$ cat config.mk
export PLATFORM = sky130hd
export DESIGN_NAME = code_reader_edge_capture
export DESIGN_NICKNAME = d
export VERILOG_FILES = /design/src/rtl/code_reader_pkg.sv /design/src/rtl/code_reader_edge_sync.sv /design/src/rtl/code_reader_edge_capture.sv
export VERILOG_INCLUDE_DIRS = /design/src /design/src/rtl
export SDC_FILE = /design/constraint.sdc
export NUM_CORES = 1
export LEC_CHECK = 0
export BUFFER_PORTS_ARGS = -buffer_cell sky130_fd_sc_hd__buf_2
export CAP_MARGIN = 40
export CELL_PAD_IN_SITES_DETAIL_PLACEMENT = 1
export CELL_PAD_IN_SITES_GLOBAL_PLACEMENT = 2
export CORE_MARGIN = 2
export CORE_UTILIZATION = 40
export CTS_CLUSTER_DIAMETER = 100
export DETAILED_ROUTE_END_ITERATION = 12
export GPL_ROUTABILITY_DRIVEN = 0
export PLACE_DENSITY = 0.87
export SLEW_MARGIN = 20
export SYNTH_ARGS = -nofsm -noshare
export SYNTH_HDL_FRONTEND = slang
export SYNTH_SLANG_ARGS = --single-unit
$ cat constraint.sdc
create_clock -name sys_clk -period 2.4 [get_ports sys_clk]
set_clock_uncertainty 0.1 [all_clocks]
set_input_delay 0.12 -clock sys_clk [delete_from_list [all_inputs] [get_ports sys_clk]]
set_output_delay 0.12 -clock sys_clk [all_outputs]
set_load 0.02 [all_outputs]
$ cat src/rtl/code_reader_defs.svh
// Purpose: offsets, field positions and reset values of the code reader capture unit
// Assumes: byte-wide register port with a two-bit address
// Notes:   definitions only
`ifndef CODE_READER_DEFS_SVH
`define CODE_READER_DEFS_SVH

// ----------------------------------------------------------------------
// register offsets
// ----------------------------------------------------------------------
`define CR_ADDR_W          2
`define CR_OFF_CNT_LO      2'h0
`define CR_OFF_CNT_HI      2'h1
`define CR_OFF_CAP_LO      2'h2
`define CR_OFF_CAP_HI      2'h3

// ----------------------------------------------------------------------
// control fields at offset 0 (write side)
// ----------------------------------------------------------------------
`define CR_MODE_LSB        0
`define CR_MODE_MSB        1
`define CR_PWR_BIT         2

// ----------------------------------------------------------------------
// widths and reset values
// ----------------------------------------------------------------------
`define CR_CNT_W           16
`define CR_DATA_W          8
`define CR_CNT_RST         16'h0000
`define CR_CAP_RST         16'h0000
`define CR_MODE_RST        2'h0
`define CR_PWR_RST         1'b0
`define CR_RDATA_RST       8'h00

`endif

$ cat src/rtl/code_reader_pkg.sv
// Purpose: types shared by the code reader capture unit
// Assumes: nothing beyond the defs header
// Notes:   trigger mode encodings follow the two-bit control field
`default_nettype none

package code_reader_pkg;

   // ----------------------------------------------------------------------
   // trigger selection
   // ----------------------------------------------------------------------
   typedef enum logic [1:0] {
      EXTERNAL_TRIGGER_OUTPUT_OFF     = 2'h0,
      EXTERNAL_TRIGGER_OUTPUT_FALLING = 2'h1,
      EXTERNAL_TRIGGER_OUTPUT_RISING  = 2'h2,
      EXTERNAL_TRIGGER_OUTPUT_BOTH    = 2'h3
   } external_trigger_output_mode_t;

endpackage

`default_nettype wire

$ cat src/rtl/code_reader_edge_sync.sv
// Purpose: invert, synchronise and edge-detect the reader data pin
// Assumes: pin is asynchronous to sys_clk
// Notes:   first stage feeds only the second stage
`default_nettype none

module code_reader_edge_sync
(
   input  wire logic sys_clk,
   input  wire logic rst,
   input  wire logic reader_pin,
   output logic      rise_pulse,
   output logic      fall_pulse
);

   // ----------------------------------------------------------------------
   // synchroniser and history
   // ----------------------------------------------------------------------
   logic meta_q;
   logic sync_q;
   logic last_q;

   // inverted pin through two flops, then one history flop
   always_ff @(posedge sys_clk or posedge rst)
   begin
      if (rst)
      begin
         meta_q <= 1'b0;
         sync_q <= 1'b0;
         last_q <= 1'b0;
      end
      else
      begin
         meta_q <= ~reader_pin;
         sync_q <= meta_q;
         last_q <= sync_q;
      end
   end

   // single-cycle edge pulses on the inverted level
   assign rise_pulse = sync_q & ~last_q;
   assign fall_pulse = ~sync_q & last_q;

endmodule

`default_nettype wire

$ cat src/rtl/code_reader_edge_capture.sv
// Purpose: free-running counter with edge capture for a TTL hand-held code reader
// Assumes: byte-wide processor port on sys_clk, one-cycle read and write strobes
// Notes:   capture flag doubles as the interrupt request to the processor
`default_nettype none

`include "code_reader_defs.svh"

module code_reader_edge_capture
   import code_reader_pkg::*;
#(
   parameter int CNT_W  = `CR_CNT_W,
   parameter int DATA_W = `CR_DATA_W
)
(
   input  wire logic                    sys_clk,
   input  wire logic                    rst,
   input  wire logic                    code_reader_input,
   input  wire logic                    cpu_sel,
   input  wire logic [`CR_ADDR_W-1:0]   cpu_addr,
   input  wire logic                    cpu_rd,
   input  wire logic                    cpu_wr,
   input  wire logic [DATA_W-1:0]       cpu_wdata,
   output logic      [DATA_W-1:0]       cpu_rdata,
   output logic                         capture_flag,
   output logic                         reader_power_switch
);

   // ----------------------------------------------------------------------
   // state
   // ----------------------------------------------------------------------
   logic [CNT_W-1:0]  free_running_counter_q;
   logic [CNT_W-1:0]  capture_register_q;
   external_trigger_output_mode_t        external_trigger_output_mode_q;
   logic              power_q;
   logic              flag_q;
   logic [DATA_W-1:0] rdata_q;

   // ----------------------------------------------------------------------
   // edge detection on the reader pin
   // ----------------------------------------------------------------------
   logic rise_pulse;
   logic fall_pulse;

   // inversion and synchronising happen inside
   code_reader_edge_sync u_edge
   (
      .sys_clk    (sys_clk),
      .rst        (rst),
      .reader_pin (code_reader_input),
      .rise_pulse (rise_pulse),
      .fall_pulse (fall_pulse)
   );

   // ----------------------------------------------------------------------
   // decode
   // ----------------------------------------------------------------------
   logic wr_ctrl;
   logic wr_clear;
   logic rd_hit;
   logic trigger;

   // control write at offset 0, flag clear by any write at offset 2
   assign wr_ctrl  = cpu_sel & cpu_wr & (cpu_addr == `CR_OFF_CNT_LO);
   assign wr_clear = cpu_sel & cpu_wr & (cpu_addr == `CR_OFF_CAP_LO);
   assign rd_hit   = cpu_sel & cpu_rd;

   // trigger selection from the mode field
   assign trigger = ((external_trigger_output_mode_q == EXTERNAL_TRIGGER_OUTPUT_FALLING) & fall_pulse)
                  | ((external_trigger_output_mode_q == EXTERNAL_TRIGGER_OUTPUT_RISING)  & rise_pulse)
                  | ((external_trigger_output_mode_q == EXTERNAL_TRIGGER_OUTPUT_BOTH)
                     & (rise_pulse | fall_pulse));

   // byte select for reads
   function automatic logic [DATA_W-1:0] byte_sel
   (
      input logic [`CR_ADDR_W-1:0] a,
      input logic [CNT_W-1:0]      cnt,
      input logic [CNT_W-1:0]      cap
   );
      logic [DATA_W-1:0] r;
      r = '0;
      unique case (a)
         `CR_OFF_CNT_LO: r = cnt[DATA_W-1:0];
         `CR_OFF_CNT_HI: r = cnt[CNT_W-1:DATA_W];
         `CR_OFF_CAP_LO: r = cap[DATA_W-1:0];
         `CR_OFF_CAP_HI: r = cap[CNT_W-1:DATA_W];
      endcase
      return r;
   endfunction

   logic [DATA_W-1:0] rd_byte;
   assign rd_byte = byte_sel(cpu_addr, free_running_counter_q, capture_register_q);

   // ----------------------------------------------------------------------
   // free-running counter
   // ----------------------------------------------------------------------
   // counts every clock, wraps naturally
   always_ff @(posedge sys_clk or posedge rst)
   begin
      if (rst)
         free_running_counter_q <= `CR_CNT_RST;
      else
         free_running_counter_q <= free_running_counter_q + 1'b1;
   end

   // ----------------------------------------------------------------------
   // capture register and flag
   // ----------------------------------------------------------------------
   // holds until the next trigger
   always_ff @(posedge sys_clk or posedge rst)
   begin
      if (rst)
         capture_register_q <= `CR_CAP_RST;
      else if (trigger)
         capture_register_q <= free_running_counter_q;
   end

   // set wins over a clear in the same cycle
   always_ff @(posedge sys_clk or posedge rst)
   begin
      if (rst)
         flag_q <= 1'b0;
      else if (trigger)
         flag_q <= 1'b1;
      else if (wr_clear)
         flag_q <= 1'b0;
   end

   // ----------------------------------------------------------------------
   // control register
   // ----------------------------------------------------------------------
   // mode field and reader power bit
   always_ff @(posedge sys_clk or posedge rst)
   begin
      if (rst)
      begin
         external_trigger_output_mode_q <= EXTERNAL_TRIGGER_OUTPUT_OFF;
         power_q     <= `CR_PWR_RST;
      end
      else if (wr_ctrl)
      begin
         external_trigger_output_mode_q <= external_trigger_output_mode_t'(cpu_wdata[`CR_MODE_MSB:`CR_MODE_LSB]);
         power_q     <= cpu_wdata[`CR_PWR_BIT];
      end
   end

   // ----------------------------------------------------------------------
   // read data
   // ----------------------------------------------------------------------
   // registered, holds between reads
   always_ff @(posedge sys_clk or posedge rst)
   begin
      if (rst)
         rdata_q <= `CR_RDATA_RST;
      else if (rd_hit)
         rdata_q <= rd_byte;
   end

   // outputs straight from flops
   assign cpu_rdata           = rdata_q;
   assign capture_flag        = flag_q;
   assign reader_power_switch = power_q;

endmodule

`default_nettype wire

==> flow_metrics.env <==
export IMPL_postCtsResizedCells=0
export IMPL_coreArea_um2=5042
export IMPL_grt_max_degree=48
export IMPL_async_flop_share=1.000
export IMPL_hold_violations=0
export IMPL_drv_slew=0
export IMPL_syn_to_final_growth_pct=17.11
export IMPL_yosysSeqAreaShare=0.5704
export IMPL_die_area_um2=5745
export IMPL_cap_violations=0
export IMPL_fin_crit_sh=0.7401
export IMPL_die_h_um=75.80
export IMPL_yosysTopAreaCell="dfrtp_1"
export IMPL_critPathArrivalTime_ns=1.86
export IMPL_cts_buffers=5
export IMPL_r2r_start="u_edge.sync_q$_DFF_PP0_"
export IMPL_synth_xor_xnor_area_share=0.05947
export IMPL_cts_clk_slew_worst_paths_ns=0.08
export IMPL_setup_slack_ns=0.6237
export IMPL_dr_pass1_iters=3
export IMPL_drt_iter0_drc=63
export IMPL_antenna_cells=0
export IMPL_netlist_area_leader_share=0.5704
export IMPL_muxShareOfSynthArea=0.2348
export IMPL_clock_fmax_mhz=563.0
export IMPL_synthCells=142
export IMPL_final_area_um2=2415
export IMPL_placementRows=26
export IMPL_critPathLaunch="u_edge.sync_q$_DFF_PP0_"
export IMPL_total_power_mw=1.775
export IMPL_htreeDepth=2
export IMPL_ys_warn_count=0
export IMPL_synth_compound_gate_area_share=0.009102
export IMPL_leakage_nw=1.168
export IMPL_hp_class="input port to register"
export IMPL_place_ws_ns=0.6126
export IMPL_clk_latency_ns=0.30
export IMPL_critPathKind="register to register"
export IMPL_fillCellCount=528
export IMPL_vdd_drop_max_v=0.0002316
export IMPL_synth_commonest_cells="47 x dfrtp_1, 15 x mux2_2, 12 x mux2_1"
export IMPL_p_per_area_nw_per_um2=735.0
export IMPL_cts_tree="built"
export IMPL_synth_cell_types=24
export IMPL_synth_ff_type="dfrtp_1"
export IMPL_place_hpwl_um=2807
export IMPL_die_w_um=75.80
export IMPL_num_io_pins=26
export IMPL_grt_total_usage=0.1660
export IMPL_portBuffers=20
export IMPL_drc_errors=0
export IMPL_synth_seq_cells=47
export IMPL_synth_enable_flop_cells=0
export IMPL_avgRoutedWirePerCell_um=16.90
export IMPL_finalSetupTns_ns=0
export IMPL_drive_gt1_frac=0.3276
export IMPL_clock_sinks=47
export IMPL_yosysMostFrequentCell="dfrtp_1"
export IMPL_startpoint_type="register"
export IMPL_grt_antenna_before_repair=0
export IMPL_finalCoreUtilization=0.4789
export IMPL_first_global_vias=1343
export IMPL_synth_top_family_by_area="multiplexers"
export IMPL_setup_viol=0
export IMPL_cts_root_buf="clkbuf_8"
export IMPL_endpoint_kind="register"
export IMPL_grt_pass1_wl_um=6720
export IMPL_synth_fa_ha_area_frac=0.01820
export IMPL_worst_slew_pin_slew_ns=0.5839
export IMPL_clockBufferDepth=2
export IMPL_fin_nets=192
export IMPL_netlist_top_cells_area="dfrtp_1 57%, mux4_2 8.7%, mux2_2 8.2%, mux2_1 6.6%, xnor2_1 3.4%"
export IMPL_syn_area_per_cell_um2=14.52
export IMPL_synth_simple_area_share=0.08859
export IMPL_netlist_area_um2=2062
export IMPL_synth_fp_nets=161
export IMPL_post_dp_cell_area_um2=2247
export IMPL_fin_crit_ns=1.776
export IMPL_rsz0062_at_grt="false"
export IMPL_required_ns=2.48
export IMPL_min_delay_start="cpu_wr"
export IMPL_initial_core_util=0.4089
export IMPL_final_antenna_net_count=0
export IMPL_relSlewSlack=0.6108
export IMPL_viasPerCell=5.004
export IMPL_route_vias_total=1221
export IMPL_gr_total_overflow=0
export IMPL_wl_um=4124
export IMPL_crit_fanout=17
export IMPL_status="complete, no violations"
-- per-stage QoR --
stage          instances  hold WS (ns)
4_1_cts              244       0.06496
3_3_place_gp         231        0.1618
5_1_grt              244        0.1327
3_5_place_dp         231        0.1665
2_1_floorplan        142       0.07941
6_report             244       0.07159
-- routing by layer --
layer  up-vias  global-route usage  wire [um]
li1        558                   -          -
met1       640              0.1916       1726
met2        16              0.2960       2214
met3         7             0.03571        122
met4         0             0.07018         60
met5         -                   0          0
-- path summary, 6_finish.rpt --
check                                                      end  slack [ns]  depth (start not counted)
max                          capture_register_q[6]$_DFFE_PP0P_        0.62                          7
min                                   capture_flag$_DFFE_PP0P_        0.07                          4
max reg2reg                  capture_register_q[6]$_DFFE_PP0P_        0.62                          7
min reg2reg                            u_edge.sync_q$_DFF_PP0_        0.25                          0
max in group asynchronous  free_running_counter_q[7]$_DFF_PP0_        1.40                          4
min in group asynchronous   capture_register_q[12]$_DFFE_PP0P_        0.41                          4
-- cell usage in the layout, fill, tap and decap left out, types with 2 or more instances in the layout --
cell type and count:
dfrtp_1 47, buf_2 20, mux2_2 15, mux2_1 12, nand2_1 9, mux4_2 8, xnor2_1 8, xor2_1 6
nor2_1 6, nand3_1 6, clkbuf_8 6, inv_1 5, dlygate4sd3_1 5, ha_1 3, nand4_1 2, nor3_1 2
buf_4 2
-- repair_timing --
| item | 4_1_cts | 5_1_grt |
|---|---|---|
| setup buffers | 0 | 0 |
| hold endpoints to repair | 51 | 0 |
| hold buffers | 5 | 0 |
-- final cells by class --
cell class / count / area (um^2) / area share
Sequential cell: 47 / 1176 / 0.4870
Multi-Input combinational cell: 86 / 845.8 / 0.3503
Timing Repair Buffer: 27 / 165.2 / 0.06839
Tap cell: 70 / 87.58 / 0.03627
Clock buffer: 6 / 82.58 / 0.03420
Clock inverter: 2 / 35.03 / 0.01451
Inverter: 6 / 22.52 / 0.009326
-- sequential cells by signal, summed over array words and instances (netlist names) --
register / cells
capture_register_q: 16
cpu_rdata: 8
u_edge.last_q: 1
u_edge.sync_q: 1
external_trigger_output_mode_q: 2
capture_flag: 1
u_edge.meta_q: 1
free_running_counter_q: 16
reader_power_switch: 1
-- critical path: stages, from the launching register on --
cell and delay, ns:
dfrtp_1 0.38, inv_1 0.05, ha_1 0.18, nor2_1 0.12
a21oi_1 0.06, a21oi_2 0.13, buf_4 0.27, mux2_1 0.36
-- cell families (layout without fill, tap and decap cells) --
| group | count (synthesis) | after routing |
|---|---|---|
| simple gates | 31 | 31 |
| mux | 35 | 35 |
| flops | 47 | 47 |
| fa+ha+maj | 3 | 3 |
| compound gates | 3 | 3 |
| buf+inv | 9 | 41 |
| xor+xnor | 14 | 14 |
-- power breakdown --
part | leakage [nW] | total (mW) | internal (mW) | switching [mW]
combinational | 0.505 | 0.266 | 0.128 | 0.138
sequential | 0.602 | 0.908 | 0.868 | 0.0394
clock | 0.0612 | 0.601 | 0.337 | 0.264
total | 1.17 | 1.77 | 1.33 | 0.442
Power figures use the tool's default switching activity.
